===== src/include/cbia_pkg.sv =====
// Constants, register layout and carrier types of the card bus controller.
// Assumes a single 25 MHz clock domain and a plain register port.
package cbia_pkg;
    // ==========================================================
    // Register offsets and reset values
    localparam logic [7:0] OFS_BUS_ONE = 8'h60;
    localparam logic [7:0] OFS_BUS_TWO = 8'h62;
    localparam logic [7:0] OFS_WAIT_ONE = 8'h64;
    localparam logic [7:0] OFS_WAIT_TWO = 8'h66;
    localparam logic [7:0] OFS_CARD_TIMING = 8'h6E;
    localparam logic [15:0] RST_BUS_ONE = 16'h0000;
    localparam logic [15:0] RST_BUS_TWO = 16'h3FF0;
    localparam logic [15:0] RST_WAIT_ONE = 16'h3FF3;
    localparam logic [15:0] RST_WAIT_TWO = 16'hFFFF;
    localparam logic [15:0] RST_CARD_TIMING = 16'h0000;
    localparam logic [15:0] MSK_BUS_ONE = 16'hF7FF;
    localparam logic [15:0] MSK_BUS_TWO = 16'h3FF0;
    // ==========================================================
    // Field positions
    localparam int B1_ADDRESS_PULLUP_ENABLE = 15;
    localparam int B1_DATA_PULLUP_ENABLE = 14;
    localparam int B1_ENDIAN = 11;
    localparam int B1_A5BST = 7;
    localparam int B1_A6BST = 5;
    localparam int B1_A5SEL = 1;
    localparam int B1_A6SEL = 0;
    localparam int B2_A5SZ = 10;
    localparam int B2_A6SZ = 12;
    localparam int WC2_A5 = 0;
    localparam int WC2_A6 = 3;
    localparam int CT_A5_SETUP = 0;
    localparam int CT_A5_HOLD = 2;
    localparam int CT_A6_SETUP = 4;
    localparam int CT_A6_HOLD = 6;
    localparam logic [1:0] SZ_8BIT = 2'h1;
    // ==========================================================
    // Address map
    localparam logic [2:0] AREA5 = 3'h5;
    localparam logic [2:0] AREA6 = 3'h6;
    localparam logic [3:0] IO5_TOP = 4'hB;
    localparam logic [3:0] IO6_TOP = 4'hD;
    // ==========================================================
    // Timing and widths
    localparam logic [2:0] PULLUP_CLOCKS = 3'h4;
    localparam logic [1:0] STRAP_DONE = 2'h3;
    localparam logic [1:0] STRAP_TAKE = 2'h2;
    localparam int SYNC_W = 20;
    // Synchroniser reset levels: release request and wait pins idle high.
    localparam logic [SYNC_W-1:0] SYNC_IDLE = 20'h0_000A;
    // ==========================================================
    // Types
    typedef enum logic [2:0] {
        ST_IDLE, ST_GAP, ST_SETUP, ST_STROBE, ST_HOLD, ST_REL
    } cbia_state_e;
    typedef struct packed {
        logic [28:0] addr;
        logic write;
        logic word;
        logic [15:0] wdata;
        logic [3:0] beats_m1;
        logic no_wait;
        logic lock;
    } cbia_req_s;
    typedef struct packed {
        logic [15:0] rdata;
        logic last;
    } cbia_rsp_s;
endpackage


===== src/rtl/cbia_card_bus.sv =====
// Card bus controller for areas 5 and 6: card cycles, idle insertion,
// bus release arbitration and pin pull-up control.
// Assumes one 25 MHz clock, a plain register port and pins from outside.
//
// Functional notes
// - Area 5 select makes card cycles
// - Area 6 select makes card cycles
// - Card areas are 8 or 16 bit
// - Some transfers ignore the wait pin
// - Non I/O card access uses memory timing
// - Card setup and hold from timing register
// - Software and hardware waits in card cycles
// - Page burst for memory card reads only
// - A24 selects attribute memory half; A24 is not decoded here and only passes to the address pins
// - Area 5 upper half is I/O
// - Area 6 upper half is I/O
// - Narrow I/O word splits into two bytes; width sense pin used in little endian only
// - Idle cycles on area change or turnaround
// - No idle between writes or same reads
// - Idle count minus existing empty cycles
// - No idle cycles around arbitration
// - Release finishes cycle then grants bus
// - No grant in locked or split sequences
// - Request negation ends grant, bus resumes
// - Address pull-up four clocks after grant
// - Data pull-up while data bus idle
// - Endian pin captured at reset
//
// Local design decisions: the address-and-strobe port and the register offsets.
`timescale 1ns/1ps
module cbia_card_bus (
    // Clock and reset
    input wire logic clk,
    input wire logic resetn,
    // Register port
    input wire logic [7:0] reg_addr,
    input wire logic [15:0] reg_wdata,
    input wire logic reg_wr,
    input wire logic reg_rd,
    output logic [15:0] reg_rdata_q,
    // Access requests from the core
    input wire logic req_valid,
    input wire cbia_pkg::cbia_req_s req,
    output logic req_ready_q,
    output logic rsp_valid_q,
    output cbia_pkg::cbia_rsp_s rsp_q,
    // Address and data pins
    output logic [25:0] pin_addr_q,
    output logic addr_oe_q,
    output logic addr_pullup_q,
    input wire logic [15:0] data_in,
    output logic [15:0] data_out_q,
    output logic data_oe_q,
    output logic data_pullup_q,
    // Card control pins
    output logic area5_chip_select_n_q,
    output logic area6_chip_select_n_q,
    output logic area5_upper_card_enable_n_q,
    output logic area6_upper_card_enable_n_q,
    output logic rd_n_q,
    output logic we_n_q,
    output logic io_rd_n_q,
    output logic io_wr_n_q,
    input wire logic wait_n,
    input wire logic io_width_sense_n,
    // Arbitration and strap pins
    input wire logic bus_release_request_n,
    output logic bus_grant_n_q,
    input wire logic endian_select_pin
);
    import cbia_pkg::*;

    // ==========================================================
    // Pin synchronisers
    logic [SYNC_W-1:0] meta_q;
    logic [SYNC_W-1:0] sync_q;
    wire [SYNC_W-1:0] pins_raw = {data_in, wait_n, io_width_sense_n,
                                  bus_release_request_n, endian_select_pin};
    genvar g;
    generate
        for (g = 0; g < SYNC_W; g++) begin : g_sync
            always_ff @(posedge clk or negedge resetn) begin
                if (!resetn) begin
                    // Idle levels avoid a false release request after reset.
                    meta_q[g] <= SYNC_IDLE[g];
                    sync_q[g] <= SYNC_IDLE[g];
                end else begin
                    meta_q[g] <= pins_raw[g];
                    sync_q[g] <= meta_q[g];
                end
            end
        end
    endgenerate
    wire endian_s = sync_q[0];
    wire bus_release_request_s = !sync_q[1];
    wire iow8_s = sync_q[2];
    wire wait_s = !sync_q[3];
    wire [15:0] data_s = sync_q[19:4];

    // ==========================================================
    // Registers and state
    logic [15:0] bus_one_q;
    logic [15:0] bus_two_q;
    logic [15:0] wait_one_q;
    logic [15:0] wait_two_q;
    logic [15:0] timing_q;
    logic endian_q;
    logic [1:0] strap_q;
    cbia_state_e state_q;
    cbia_state_e state_d;
    logic [2:0] cnt_q;
    logic [2:0] cnt_d;
    cbia_req_s cur_q;
    logic card_q;
    logic io_q;
    logic split_q;
    logic half_q;
    logic [3:0] beat_q;
    logic [1:0] empty_q;
    logic [2:0] last_area_q;
    logic last_read_q;
    logic last_valid_q;
    logic lock_q;
    logic [15:0] rdata_q;
    logic [15:0] rdata_d;
    logic [2:0] pull_cnt_q;
    logic [2:0] pull_cnt_d;

    // ==========================================================
    // Register decode
    wire sel_b1 = reg_addr == OFS_BUS_ONE;
    wire sel_b2 = reg_addr == OFS_BUS_TWO;
    wire sel_w1 = reg_addr == OFS_WAIT_ONE;
    wire sel_w2 = reg_addr == OFS_WAIT_TWO;
    wire sel_ct = reg_addr == OFS_CARD_TIMING;
    wire [15:0] bus_one_rd = bus_one_q | (16'(endian_q) << B1_ENDIAN);
    wire [15:0] rd_mux = sel_b1 ? bus_one_rd :
                         sel_b2 ? bus_two_q :
                         sel_w1 ? wait_one_q :
                         sel_w2 ? wait_two_q :
                         sel_ct ? timing_q : 16'h0000;
    wire address_pullup_enable = bus_one_q[B1_ADDRESS_PULLUP_ENABLE];
    wire data_pullup_enable = bus_one_q[B1_DATA_PULLUP_ENABLE];
    wire cap_done = strap_q == STRAP_DONE;

    always_ff @(posedge clk or negedge resetn) begin
        if (!resetn) begin
            bus_one_q <= RST_BUS_ONE;
            bus_two_q <= RST_BUS_TWO;
            wait_one_q <= RST_WAIT_ONE;
            wait_two_q <= RST_WAIT_TWO;
            timing_q <= RST_CARD_TIMING;
            reg_rdata_q <= 16'h0000;
        end else begin
            reg_rdata_q <= reg_rd ? rd_mux : 16'h0000;
            if (reg_wr) begin
                if (sel_b1) begin
                    bus_one_q <= reg_wdata & MSK_BUS_ONE;
                end else if (sel_b2) begin
                    bus_two_q <= reg_wdata & MSK_BUS_TWO;
                end else if (sel_w1) begin
                    wait_one_q <= reg_wdata;
                end else if (sel_w2) begin
                    wait_two_q <= reg_wdata;
                end else if (sel_ct) begin
                    timing_q <= reg_wdata;
                end
            end
        end
    end

    // endian strap capture
    // The pin is taken once its synchroniser has filled after release.
    always_ff @(posedge clk or negedge resetn) begin
        if (!resetn) begin
            strap_q <= 2'h0;
            endian_q <= 1'b0;
        end else if (!cap_done) begin
            strap_q <= strap_q + 2'h1;
            if (strap_q == STRAP_TAKE) begin
                endian_q <= endian_s;
            end
        end
    end

    // ==========================================================
    // Request decode
    wire [2:0] rq_area = req.addr[28:26];
    wire rq_a5 = rq_area == AREA5;
    wire rq_a6 = rq_area == AREA6;
    wire [3:0] rq_top = req.addr[28:25];
    wire rq_card = (rq_a5 && bus_one_q[B1_A5SEL]) || (rq_a6 && bus_one_q[B1_A6SEL]);
    wire rq_io = rq_card && ((rq_a5 && rq_top == IO5_TOP) || (rq_a6 && rq_top == IO6_TOP));
    wire take = req_valid && req_ready_q;
    wire need_gap = last_valid_q && (rq_area != last_area_q || (last_read_q && req.write));
    wire [1:0] last_idle = wait_one_q[{last_area_q, 1'b0} +: 2];
    wire [1:0] gap_left = (need_gap && last_idle > empty_q) ? last_idle - empty_q : 2'h0;

    // ==========================================================
    // Current access decode
    wire cur_a5 = cur_q.addr[28:26] == AREA5;
    wire cur_a6 = cur_q.addr[28:26] == AREA6;
    wire [1:0] cur_sz = cur_a5 ? bus_two_q[B2_A5SZ +: 2] : bus_two_q[B2_A6SZ +: 2];
    wire port8 = (cur_a5 || cur_a6) && cur_sz == SZ_8BIT;
    wire [1:0] setup_n = !card_q ? 2'h0 :
                         cur_a5 ? timing_q[CT_A5_SETUP +: 2] : timing_q[CT_A6_SETUP +: 2];
    wire [1:0] hold_n = !card_q ? 2'h0 :
                        cur_a5 ? timing_q[CT_A5_HOLD +: 2] : timing_q[CT_A6_HOLD +: 2];
    wire [2:0] sw_n = cur_a5 ? wait_two_q[WC2_A5 +: 3] :
                      cur_a6 ? wait_two_q[WC2_A6 +: 3] : 3'h0;
    wire [1:0] bst = cur_a5 ? bus_one_q[B1_A5BST +: 2] : bus_one_q[B1_A6BST +: 2];
    wire page = card_q && !io_q && !cur_q.write && bst != 2'h0;
    wire more = beat_q != cur_q.beats_m1;
    wire hw_wait = wait_s && !cur_q.no_wait;
    wire dyn8 = io_q && cur_q.word && !port8 && endian_q && iow8_s;
    wire strobe_end = state_q == ST_STROBE && cnt_q == 3'h0 && !hw_wait;
    wire hold_end = state_q == ST_HOLD && cnt_q == 3'h0;
    wire half_pend = split_q && !half_q;
    wire beat_done = page ? strobe_end : hold_end && !half_pend;
    wire byte_x = !cur_q.word || port8 || split_q;
    wire hi_sel = split_q && (half_q ^ !endian_q);
    wire act = state_q == ST_SETUP || state_q == ST_STROBE || state_q == ST_HOLD;
    wire [25:0] beat_ofs = cur_q.word ? {21'h0, beat_q, 1'b0} : {22'h0, beat_q};
    wire [25:0] addr_d = cur_q.addr[25:0] + beat_ofs + {25'h0, half_q};
    wire grant_ok = bus_release_request_s && !lock_q;

    // ==========================================================
    // Sequencer
    always_comb begin
        state_d = state_q;
        cnt_d = cnt_q;
        case (state_q)
            ST_IDLE: begin
                if (take) begin
                    state_d = ST_GAP;
                    cnt_d = {1'b0, gap_left};
                end else if (grant_ok) begin
                    state_d = ST_REL;
                end
            end
            ST_GAP: begin
                if (cnt_q == 3'h0) begin
                    state_d = ST_SETUP;
                    cnt_d = {1'b0, setup_n};
                end else begin
                    cnt_d = cnt_q - 3'h1;
                end
            end
            ST_SETUP: begin
                if (cnt_q == 3'h0) begin
                    state_d = ST_STROBE;
                    cnt_d = sw_n;
                end else begin
                    cnt_d = cnt_q - 3'h1;
                end
            end
            ST_STROBE: begin
                if (cnt_q != 3'h0) begin
                    cnt_d = cnt_q - 3'h1;
                end else if (!hw_wait) begin
                    if (page && more) begin
                        cnt_d = sw_n;
                    end else begin
                        state_d = ST_HOLD;
                        cnt_d = {1'b0, hold_n};
                    end
                end
            end
            ST_HOLD: begin
                if (cnt_q != 3'h0) begin
                    cnt_d = cnt_q - 3'h1;
                end else if (half_pend || more) begin
                    state_d = ST_SETUP;
                    cnt_d = {1'b0, setup_n};
                end else begin
                    state_d = ST_IDLE;
                end
            end
            ST_REL: begin
                if (!bus_release_request_s) begin
                    state_d = ST_IDLE;
                end
            end
            default: begin
                state_d = ST_IDLE;
            end
        endcase
    end

    always_comb begin
        rdata_d = rdata_q;
        if (strobe_end && !cur_q.write) begin
            if (!byte_x) begin
                rdata_d = data_s;
            end else if (hi_sel) begin
                rdata_d[15:8] = data_s[7:0];
            end else begin
                rdata_d[7:0] = data_s[7:0];
            end
        end
    end

    always_ff @(posedge clk or negedge resetn) begin
        if (!resetn) begin
            state_q <= ST_IDLE;
            cnt_q <= 3'h0;
            req_ready_q <= 1'b0;
            rdata_q <= 16'h0000;
            rsp_valid_q <= 1'b0;
            rsp_q <= '0;
        end else begin
            state_q <= state_d;
            cnt_q <= cnt_d;
            req_ready_q <= state_d == ST_IDLE && cap_done;
            rdata_q <= rdata_d;
            rsp_valid_q <= beat_done;
            rsp_q <= '{rdata: rdata_d, last: !more};
        end
    end

    always_ff @(posedge clk or negedge resetn) begin
        if (!resetn) begin
            cur_q <= '0;
            card_q <= 1'b0;
            io_q <= 1'b0;
            lock_q <= 1'b0;
        end else if (take) begin
            cur_q <= req;
            card_q <= rq_card;
            io_q <= rq_io;
            lock_q <= req.lock;
        end
    end

    always_ff @(posedge clk or negedge resetn) begin
        if (!resetn) begin
            split_q <= 1'b0;
            half_q <= 1'b0;
            beat_q <= 4'h0;
        end else if (take) begin
            split_q <= 1'b0;
            half_q <= 1'b0;
            beat_q <= 4'h0;
        end else if (state_q == ST_GAP) begin
            split_q <= cur_q.word && port8;
        end else if (strobe_end && dyn8 && !half_q) begin
            split_q <= 1'b1;
        end else if (hold_end && half_pend) begin
            half_q <= 1'b1;
        end else if (beat_done && more) begin
            beat_q <= beat_q + 4'h1;
            half_q <= 1'b0;
            split_q <= cur_q.word && port8;
        end
    end

    always_ff @(posedge clk or negedge resetn) begin
        if (!resetn) begin
            last_valid_q <= 1'b0;
            last_area_q <= 3'h0;
            last_read_q <= 1'b0;
            empty_q <= 2'h0;
        end else if (state_q == ST_REL) begin
            last_valid_q <= 1'b0;
        end else if (hold_end && state_d == ST_IDLE) begin
            last_valid_q <= 1'b1;
            last_area_q <= cur_q.addr[28:26];
            last_read_q <= !cur_q.write;
            empty_q <= 2'h0;
        end else if (state_q == ST_IDLE && !take && empty_q != 2'h3) begin
            empty_q <= empty_q + 2'h1;
        end
    end

    // ==========================================================
    // Pin drivers
    // four clock address pull-up
    assign pull_cnt_d = (state_q == ST_REL && bus_grant_n_q) ? PULLUP_CLOCKS :
                        pull_cnt_q != 3'h0 ? pull_cnt_q - 3'h1 : 3'h0;

    always_ff @(posedge clk or negedge resetn) begin
        if (!resetn) begin
            pull_cnt_q <= 3'h0;
            addr_pullup_q <= 1'b0;
            bus_grant_n_q <= 1'b1;
            addr_oe_q <= 1'b1;
            pin_addr_q <= 26'h0;
            data_out_q <= 16'h0000;
            data_oe_q <= 1'b0;
            data_pullup_q <= 1'b0;
        end else begin
            pull_cnt_q <= pull_cnt_d;
            addr_pullup_q <= address_pullup_enable && pull_cnt_d != 3'h0;
            bus_grant_n_q <= state_q != ST_REL;
            addr_oe_q <= state_q != ST_REL;
            pin_addr_q <= addr_d;
            data_out_q <= !byte_x ? cur_q.wdata :
                          {8'h00, hi_sel ? cur_q.wdata[15:8] : cur_q.wdata[7:0]};
            data_oe_q <= act && cur_q.write;
            data_pullup_q <= data_pullup_enable && !act;
        end
    end

    always_ff @(posedge clk or negedge resetn) begin
        if (!resetn) begin
            area5_chip_select_n_q <= 1'b1;
            area6_chip_select_n_q <= 1'b1;
            area5_upper_card_enable_n_q <= 1'b1;
            area6_upper_card_enable_n_q <= 1'b1;
            rd_n_q <= 1'b1;
            we_n_q <= 1'b1;
            io_rd_n_q <= 1'b1;
            io_wr_n_q <= 1'b1;
        end else begin
            area5_chip_select_n_q <= !(act && cur_a5);
            area6_chip_select_n_q <= !(act && cur_a6);
            area5_upper_card_enable_n_q <= !(act && cur_a5 && card_q && !byte_x);
            area6_upper_card_enable_n_q <= !(act && cur_a6 && card_q && !byte_x);
            rd_n_q <= !(state_q == ST_STROBE && !cur_q.write && !io_q);
            we_n_q <= !(state_q == ST_STROBE && cur_q.write && !io_q);
            io_rd_n_q <= !(state_q == ST_STROBE && !cur_q.write && io_q);
            io_wr_n_q <= !(state_q == ST_STROBE && cur_q.write && io_q);
        end
    end
endmodule


===== config.mk =====
export PLATFORM = sky130hd
export DESIGN_NAME = cbia_card_bus
export DESIGN_NICKNAME = d
export VERILOG_FILES = /design/src/include/cbia_pkg.sv /design/src/rtl/cbia_card_bus.sv
export SDC_FILE = /design/constraint.sdc
export NUM_CORES = 1
export LEC_CHECK = 0
export BUFFER_PORTS_ARGS = -buffer_cell sky130_fd_sc_hd__buf_4
export CORE_MARGIN = 10
export CORE_UTILIZATION = 56
export DETAILED_ROUTE_END_ITERATION = 7
export PLACE_DENSITY = 0.9
export SETUP_SLACK_MARGIN = 0.4
export SLEW_MARGIN = 20
export SYNTH_ARGS = -nofsm -noshare
export SYNTH_HDL_FRONTEND = slang
export SYNTH_SLANG_ARGS = --single-unit

===== constraint.sdc =====
create_clock -name clk -period 3.3 [get_ports clk]
set_input_delay 0.33 -clock clk [delete_from_list [all_inputs] [get_ports clk]]
set_output_delay 0.33 -clock clk [all_outputs]
set_load 0.01 [all_outputs]

==> results of run 1 <==
-- placed cells by master (no fill, tap or decap), types with 6 or more instances in the layout --
| master | n |
|---|---|
| dfrtp_1 | 231 |
| nand2_1 | 219 |
| buf_4 | 199 |
| mux2_2 | 97 |
| dlygate4sd3_1 | 64 |
| dfstp_2 | 51 |
| a21oi_1 | 42 |
| nor2_1 | 35 |
| clkbuf_16 | 29 |
| inv_1 | 28 |
| xnor2_1 | 25 |
| and2_1 | 24 |
| o21ai_0 | 21 |
| mux2i_1 | 17 |
| ha_1 | 14 |
| xor2_1 | 12 |
| a22oi_1 | 12 |
| nor2b_1 | 11 |
| nand4_1 | 11 |
| a211oi_1 | 11 |
| nand3_1 | 10 |
| clkinv_2 | 10 |
| nand2b_1 | 7 |
| bufinv_16 | 7 |
| nand3b_1 | 6 |
| a222oi_1 | 6 |
-- where the power goes --
group	total, mW	leakage [nW]	internal (mW)	switching (mW)
registers	4.94	3.49	4.28	0.665
clock network	3.60	0.539	2.25	1.36
logic	2.88	3.41	1.34	1.53
total	11.4	7.43	7.87	3.55
-- synth_stat cells (all sizes together), types with 12 or more instances --
cell,number
and2,25
a22oi,12
o21ai,21
mux2i,17
dfrtp,231
inv,29
nor2,37
ha,14
xor2,12
mux2,98
a21oi,42
buf,19
xnor2,25
clkbuf,28
nand2,221
dfstp,51
-- how the worst max path moves through the flow --
stage | startpoint | to | depth (start not counted) | slack [ns]
floorplan | last_area_q[0] | cnt_q[1] | 8 | 0.85
global placement | beat_q[0] | pin_addr_q[24] | 9 | 0.78
detailed placement | last_area_q[0] | cnt_q[1] | 7 | 0.70
CTS | last_area_q[0] | cnt_q[1] | 7 | 0.69
global route | beat_q[0] | pin_addr_q[24] | 9 | 0.52
finish | last_area_q[0] | cnt_q[0] | 8 | 0.68
-- cell type report --
cell class / count / area share, %
clock buffers: 33 / 5.10
diodes: 1 / 0.0163
well taps: 275 / 2.25
flip-flops and latches: 282 / 46.5
clock inverters: 21 / 1.90
repair buffers: 267 / 14.4
multi-input cells: 658 / 29.1
inverters: 30 / 0.735
-- routing by layer --
| metal | up-vias | track usage [%] | wire length (um) |
|---|---|---|---|
| met2 | 375 | 35.6 | 15100 |
| met3 | 86 | 4.85 | 2190 |
| met1 | 4365 | 27.8 | 12400 |
| met4 | 2 | 8.59 | 1080 |
| met5 | - | 0 | 13 |
| li1 | 3955 | - | - |
-- registers in the layout (all words and copies together), names as in the netlist, 4 cells and up --
signal       count
beat_q           4
bus_one_q       15
bus_two_q       10
cur_q           52
data_out_q      16
data_s          16
meta_q          20
pin_addr_q      26
rdata_q         16
reg_rdata_q     16
timing_q        16
wait_one_q      16
wait_two_q      16
-- worst reg2reg max path: cells and delay by family (launching register included) --
family | cells | cell delay [ns]
fa+ha+maj | 2 | 0.58
simple gates | 1 | 0.57
mux | 3 | 0.56
flops | 1 | 0.49
compound gates | 2 | 0.35
-- cell families after synthesis --
group,count (synthesis)
simple gates,363
compound gates,122
xor+xnor,37
mux,119
buf+inv,77
flops,282
fa+ha+maj,17
-- through the flow --
step           power, mW  hold slack (ns)  cell area [um^2]  utilization, %
3_3_place_gp        7.58            0.333             13600            64.9
5_1_grt             12.0           0.0131             15300            73.1
4_1_cts             11.4          0.00217             15300            73.1
2_1_floorplan       6.49           0.0344             11900               -
3_5_place_dp        7.74            0.336             13600            64.9
6_report            11.4           0.0151             15300            73.1
==> metrics, run 1 <==
run status=finished, final reports clean; GPL Wtd Cong=0.904; Worst-Skew Late Latency=0.55 ns; Syn Area/Cell=11.7 um^2; final setup violation count=0; FF+latch area=0.00712 mm^2; Synth area leader=dfrtp_1; max incr delay on CP=0.57 ns; # hold bufs at CTS=64; multiplexer share of the synthesized area=11.5%; Place WS=0.699 ns; Ys Warns=0; f_max=0.382 GHz; Final Max Slew Viols=0; Worst Path Required=3.76 ns; Post-synth ARST share=100%; CTS max path bufs=3; synthesized-area fraction occupied by xor and xnor cells=2.73%; compound-gate portion of the synthesized area=6.98%; r2r setup slk=0.68 ns; DP Cell Count=1,448; multi-input logic area=0.00446 mm^2; WL final=30,800 um; max-cap violation count=0; Core Region=0.0210 mm^2; Sum Neg Setup Slack=0 ns; Synth cell types=70; Hold Path Depth=3; reg2reg end=cnt_q[0]; Area growth syn-to-layout=28.9%; critical path buffer and inverter count=0; skew final=0.0139 ns; DRT Pass-1 Iters=5; WL/cell=19.7 um; CP endpoint kind=flop; die area=0.0274 mm^2; CP dominant cell by count=mux2i_1; Worst-path clk slew=0.06 ns; Vias=8,783; Synth Net Count=1,136; Peak supply drop=0.419 mV; CTS root buffer=clkbuf_16; DP HPWL=20,600 um; Die X=166 um; post-cts resize count=0; Slew @ Worst Pin=0.681 ns; GRT Total Usage=21.9%; die height=166 um; P per Cell Area=745 mW/mm^2; adder-cell share of the synthesized area=1.98%; total clock buffers created by CTS=29; reg2reg start=last_area_q[0]; Final Non-Filler Cells=1,567; TritonCTS Sinks=282; Synth top area share=48.6%; GRT overflow=0; Post-Synth Simple-Gate Area=14.3%; minimum clock period=2.62 ns; CTS tree=yes; DR DRC count=0; Routed Antenna Nets=0; RSZ-0062 raised after global routing=false; vias in the first global route=9,398; Critical Path AT=3.08 ns; Pleak=7.43 nW; Setup crit start kind=flop; Worst Hold End=cur_q[16]; sequential-to-total area share from yosys stat=59.9%; fin crit share=79.3%; Synth Instances=1,017; initial core utilization=56.7%; Post-synth EDFFs=0; Top FF cell, synth=dfrtp_1; WS Path Type=reg2reg; final net count=1,387; number of core rows=53; top cells by area, synth=dfrtp_1 49%, dfstp_2 11%, mux2_2 9.2%; Max H-tree Level=1; FF+latch count, synth=282; crit path max fanout=6; proportion of layout cells with a drive suffix above 1=33.1%; critical path's top delay family=adder cells; Slew HR=54.6%; crit-path cells=mux4_2, mux2i_1, ha_1, fa_1, or4b_1, o21ai_0, mux2i_1, a41oi_1; Syn Std Cell Area=0.0119 mm^2; hold path start=req[16]; via density per instance=5.60; Setup Buffers After CTS=0; IO Pins=192; worst setup margin=0.683 ns; filler instances=1,349; cell depth of the worst flop-to-flop path=8; Min-Delay Path Class=in2reg; largest family of logic cells by synthesized area=simple AND/OR/NAND/NOR gates; cell at the slowest stage of the critical path=or4b_1; final hold vios=0; port buffer count=191; initial antenna violation count=2; global-route wire length before repair=50,100 um; pin count of the biggest net entering global routing=89; DRT iter0 DRCs=833
Note: power is estimated with default switching activity, not from simulation.
==> run 2: changes to the inputs <==
- CORE_UTILIZATION: 56 -> 51
- PLACE_DENSITY: 0.9 -> 0.87
- clock period: 3.3 -> 2.2 ns (I/O delays scaled with it)
==> run 2 against run 1 <==
The flow now finishes with violations (negative setup slack). Sequential power up 50%. Routed wire length up 13%. Non-clock buffer count up 101. Sequential share of layout area down 4.0 points. Register-to-register slack worse by 0.94 ns. Clock skew up 0.0053 ns. Combinational power up 98%. Cell count up 8.9%. Die area up 8.6%. Critical path depth down 1. Count of clock-buffer cells in the layout up 9.
==> metrics, run 2 (synthesis results as in run 1) <==
run status=complete, but fails checks; failing checks=negative setup slack; global-route wire length before repair=54,400 um (+8.5%); final setup violation count=10 (+10); proportion of layout cells with a drive suffix above 1=41.3% (+8.2 points); number of core rows=55 (+3.8%); Area growth syn-to-layout=41.2%; Worst-path clk slew=0.07 ns (about the same); WL final=34,800 um (+13%); Clk network pwr share=28.3% (-3.2 points); Psw=5.85 mW (+65%); pin count of the biggest net entering global routing=71 (-20%); largest registers=cur_q (52), pin_addr_q (26), meta_q (20); Core Region=0.0228 mm^2 (+8.7%); worst setup margin=-0.256 ns (-0.939 ns); Top reg by flops=cur_q; Peak supply drop=0.619 mV (+48%); RSZ-0062 raised after global routing=true; Switching Share=31.9% (+0.81 points); final hold vios=0 (unchanged); fin crit share=112% (+32 points); via density per instance=5.45 (-2.7%); Routed Antenna Nets=0 (unchanged); most frequent cells in the layout=252 x buf_4, 227 x dfrtp_1, 210 x nand2_1; CTS max path bufs=3 (unchanged); GRT overflow=0 (unchanged); Min-Delay Path Class=in2reg; IO Pins=192 (unchanged); max FFs per register=52 (unchanged); total clock buffers created by CTS=28 (-3.4%); DR DRC count=0 (unchanged); Worst-Skew Late Latency=0.55 ns (about the same); minimum clock period=2.46 ns (-0.161 ns); CP endpoint kind=flop; filler instances=1,391 (+3.1%); Critical Path AT=2.92 ns (-0.16 ns); max-cap violation count=0 (unchanged); initial antenna violation count=2 (unchanged); Place WS=-0.279 ns (-0.978 ns); CTS root buffer=clkbuf_16; commonest non-fill, non-tap cell in the layout=buf_4; Internal=12.5 mW (+58%); Pleak=8.21 nW (+11%); DRT iter0 DRCs=863 (+3.6%); vias in the first global route=9,958 (+6.0%); die area=0.0298 mm^2 (+8.6%); Die X=173 um (+4.2%); Sum Neg Setup Slack=-0.752 ns (-0.752 ns); Max H-tree Level=1 (unchanged); P per Cell Area=1090 mW/mm^2 (+46%); GRT Total Usage=22.3% (+0.44 points); final net count=1,488 (+7.3%); WL/cell=20.4 um (+3.6%); WS Path Type=reg2reg; TritonCTS Sinks=282 (unchanged); Setup crit start kind=flop; initial core utilization=52.2% (-4.5 points); DRT Pass-1 Iters=5 (unchanged); Seq pwr share=40.5% (-2.8 points); CTS tree=yes; Slew @ Worst Pin=0.673 ns (-0.00793 ns); Worst Path Required=2.66 ns (-1.10 ns); Final Max Slew Viols=0 (unchanged); GPL Wtd Cong=0.895 (-1.1%); die height=173 um (+4.2%); combinational share of power=31.2% (+6.0 points); Vias=9,304 (+5.9%); crit path max fanout=5 (-1); f_max=0.407 GHz (+6.6%); port buffer count=191 (unchanged); Slew HR=54.0% (-0.63 points); skew final=0.0192 ns (+0.00533 ns); DP HPWL=21,800 um (+6.1%)
run 2: changes by cell type in the layout (fill, tap and decap cells not counted), moves of 6 or more:
cell	change
clkinv_2	-6
buf_6	+16
and2_4	+7
and2_1	-7
nand2_1	-9
mux2_2	-12
dlygate4sd3_1	+26
nand2_4	+6
xnor2_2	+12
clkbuf_1	+6
buf_4	+53
mux2_4	+12
xnor2_1	-12
run 2: critical path, cell delays in order (launching register included):
cell	delay [ns]
dfrtp_2	0.45
mux4_2	0.36
mux2i_1	0.08
ha_2	0.20
fa_2	0.33
or4b_4	0.53
a211o_1	0.25
a31oi_1	0.16
run 2: path summary, 6_finish.rpt:
check                           slack, ns  cells after the start              to           start
worst max-delay path                -0.26                      7        cnt_q[1]  last_area_q[0]
worst min-delay path                 0.02                      2  reg_rdata_q[3]          reg_rd
worst max register to register      -0.26                      7        cnt_q[1]  last_area_q[0]
worst min register to register       0.35                      0        endian_s       meta_q[0]
max in group asynchronous            1.18                      3       meta_q[1]          resetn
min in group asynchronous            0.25                      2       cur_q[29]          resetn
run 2: routing by layer:
metal / vias to the layer above / part of all wire, % / track usage (%)
met5: - / 0 / 0
met4: 0 / 3.5 / 7.94
met3: 96 / 5.9 / 4.40
met2: 383 / 51 / 38.5
met1: 4656 / 40 / 27.2
li1: 4169 / - / -
run 2: cell type report:
cell class	instances	area [um^2]	share of cell area (%)
Antenna cell	2	5.00	0.0298
Sequential cell	282	7130	42.5
Tap cell	313	392	2.33
Multi-Input combinational cell	659	4960	29.6
Clock inverter	10	186	1.11
Clock buffer	42	833	4.97
Timing Repair Buffer	368	3160	18.9
Inverter	30	113	0.671
run 2: what timing repair did:
item                                   4_1_cts  5_1_grt
setup endpoints to repair                   51       65
gates cloned                                 1        0
endpoints found under the hold margin      208        0
resized for setup                           64       30
setup buffers                               21        7
hold buffers                                90        0
pin swaps                                   28       22
run 2: through the flow:
stage / util [%] / hold slack (ns) / cell area (um^2) / cells / total power [mW]
finish: 73.6 / 0.0177 / 16800 / 1706 / 18.3
global route: 73.6 / 0.00621 / 16800 / 1706 / 19.2
CTS: 72.7 / 0.00268 / 16600 / 1697 / 17.9
detailed placement: 62.4 / 0.243 / 14200 / 1533 / 12.1
global placement: 62.4 / 0.238 / 14200 / 1533 / 11.8
floorplan: - / -0.0756 / 12100 / 1017 / 9.93
run 2: power by group through the flow:
stage | combinational [mW] | sequential [mW] | clock [mW]
after floorplan | 2.59 | 7.34 | 0
after global routing | 6.20 | 7.53 | 5.47
final | 5.71 | 7.41 | 5.19
after CTS | 5.33 | 7.30 | 5.25
after global placement | 4.57 | 7.28 | 0
after detailed placement | 4.74 | 7.35 | 0
==> run 3: changes to the inputs <==
- CORE_UTILIZATION: 51 -> 53
- CTS_BUF_LIST: unset -> sky130_fd_sc_hd__clkbuf_8
- PLACE_DENSITY: 0.87 -> 0.9
==> run 3 against run 2 <==
The flow still finishes with violations (negative setup slack). Power shrank 1.5%. Clock power down 7.7%. Count of clock-buffer cells in the layout is 18 higher. Highest routed layer unchanged.
==> metrics, run 3 (synthesis results as in run 1) <==
fin crit share=120% (+8.5 points); cell at the slowest stage of the critical path=or4b_4; DR DRC count=0 (unchanged); Max H-tree Level=2 (+1); Die X=170 um (-1.7%); f_max=0.378 GHz (-7.1%); Metal-1 WL=13,600 um (-1.4%); die height=170 um (-1.7%); most frequent cells in the layout=257 x buf_4, 224 x dfrtp_1, 212 x nand2_1; Worst-Skew Late Latency=0.56 ns (about the same); crit-path cells=mux4_2, mux2i_2, ha_2, fa_2, or4b_4, nor2_2, a21oi_1, a41oi_1; pin count of the biggest net entering global routing=90 (+27%); Place WS=-0.292 ns (-0.0136 ns); routed wl met3=2840 um (+38%); Peak supply drop=0.568 mV (-8.3%); final hold vios=0 (unchanged); filler instances=1,212 (-13%); final setup violation count=6 (-4); final net count=1,508 (+1.3%); CP endpoint kind=flop; critical path's top delay family=simple AND/OR/NAND/NOR gates; critical path buffer and inverter count=0 (unchanged); Slew HR=29.6% (-24 points); WL final=37,100 um (+6.6%); Min-Delay Path Class=in2reg; Top reg by flops=cur_q; GPL Wtd Cong=0.904 (+1.1%); failing checks=negative setup slack; via density per instance=5.74 (+5.2%); DP HPWL=21,900 um (+0.33%); Setup crit start kind=flop; vias in the first global route=10,574 (+6.2%); CTS tree=yes; FF+latch area=0.00713 mm^2 (about the same); die area=0.0288 mm^2 (-3.3%); largest registers=cur_q (52), pin_addr_q (26), meta_q (20); Top Metal Used=met4; CTS max path bufs=3 (unchanged); P per Cell Area=1080 mW/mm^2 (-1.2%); Final Instance Area=0.0167 mm^2 (-0.25%); DRT iter0 DRCs=1,019 (+18%); worst setup margin=-0.444 ns (-0.188 ns); Final Max Slew Viols=0 (unchanged); port buffer count=191 (unchanged); proportion of layout cells with a drive suffix above 1=42.4% (+1.1 points); global-route wire length before repair=57,100 um (+5.0%); Routed Antenna Nets=0 (unchanged); max-cap violation count=0 (unchanged); number of core rows=54 (-1.8%); WS Path Type=reg2reg; placed inst area=0.0141 mm^2 (-0.73%); max FFs per register=52 (unchanged); Worst Path Required=2.66 ns (about the same); RSZ-0062 raised after global routing=true; DRT Pass-1 Iters=8 (+3); skew final=0.0191 ns (-0.0000794 ns); met2 WL=18,800 um (+6.3%); Worst-path clk slew=0.07 ns (about the same); minimum clock period=2.64 ns (+0.188 ns); commonest non-fill, non-tap cell in the layout=buf_4; WL/cell=21.7 um (+6.6%); max incr delay on CP=0.59 ns (+0.06 ns); CTS root buffer=clkbuf_8; run status=complete, but fails checks; initial core utilization=54.1% (+1.9 points); Final Power=18.0 mW (-1.5%); initial antenna violation count=1 (-1); GRT overflow=0 (unchanged); Vias=9,790 (+5.2%); IO Pins=192 (unchanged); Critical Path AT=3.10 ns (+0.18 ns); Slew @ Worst Pin=1.03 ns (+0.357 ns); GRT Total Usage=24.8% (+2.5 points); Core Region=0.0220 mm^2 (-3.6%); multi-input logic area=0.00496 mm^2 (about the same); Area growth syn-to-layout=40.8%; crit path max fanout=5 (unchanged); hold_ws=0.0840 ns (+0.0663 ns); Pleak=8.23 nW (+0.18%); total clock buffers created by CTS=45 (+61%); TritonCTS Sinks=282 (unchanged)
==> run 3: cell count changes in the layout (fill, tap and decap cells not counted), moves of 4 or more <==
| cell | previous run | this run |
|---|---|---|
| clkbuf_8 | 8 | 60 |
| clkbuf_16 | 28 | 0 |
| inv_1 | 25 | 40 |
| clkbuf_1 | 6 | 0 |
| buf_4 | 252 | 257 |
| nor2_1 | 30 | 26 |
| nor2_2 | 2 | 6 |
==> run 3: where the power goes <==
| group | total (mW) | switching (mW) | internal, mW |
|---|---|---|---|
| clock network | 4.79 | 2.11 | 2.68 |
| logic | 5.80 | 2.93 | 2.86 |
| registers | 7.46 | 1.03 | 6.43 |
==> run 3: worst paths after layout <==
check,slack (ns),from,depth (start not counted),to
setup / recovery,-0.44,last_area_q[0],8,cnt_q[0]
hold / removal,0.08,req_valid,4,beat_q[3]
setup reg to reg,-0.44,last_area_q[0],8,cnt_q[0]
hold reg to reg,0.35,meta_q[14],0,data_s[10]
max in group asynchronous,1.19,resetn,3,meta_q[6]
min in group asynchronous,0.18,resetn,2,pin_addr_q[15]
==> run 3: metrics by stage <==
step                      setup TNS [ns]  utilization (%)  std cells
after floorplan                   -0.213                -       1017
after global placement            -0.357             64.3       1495
after detailed placement          -0.767             64.3       1495
after CTS                         -0.660             74.8       1693
after global routing               -1.48             76.2       1706
final                             -0.878             76.2       1706
==> run 3: final cells by class <==
cell class / count / share of cell area, %
flip-flops and latches: 282 / 42.6
clock buffers: 60 / 4.94
well taps: 280 / 2.09
repair buffers: 371 / 19.1
diodes: 1 / 0.0150
clock inverters: 23 / 0.920
multi-input cells: 659 / 29.6
inverters: 30 / 0.680
==> run 3: routing by layer <==
metal | up-vias | global-route usage (%)
met2 | 551 | 42.8
met3 | 164 | 5.56
met1 | 4858 | 28.9
li1 | 4217 | -
met4 | 0 | 11.6
met5 | - | 0
==> run 3: timing repair <==
action                                 CTS  global route
cloned                                   3             0
pin swaps                               31            19
endpoints found under the hold margin  201             0
buffers inserted                        21            12
setup endpoints to repair               58            60
hold buffers                            91             0
gates resized for setup                 56            37
==> run 3: tightest hold or removal path, delay by kind of cell <==
kind / cells / cell delay (ns)
buffers and inverters: 1 / 0.11
muxes: 1 / 0.07
and+or+nand+nor: 2 / 0.18
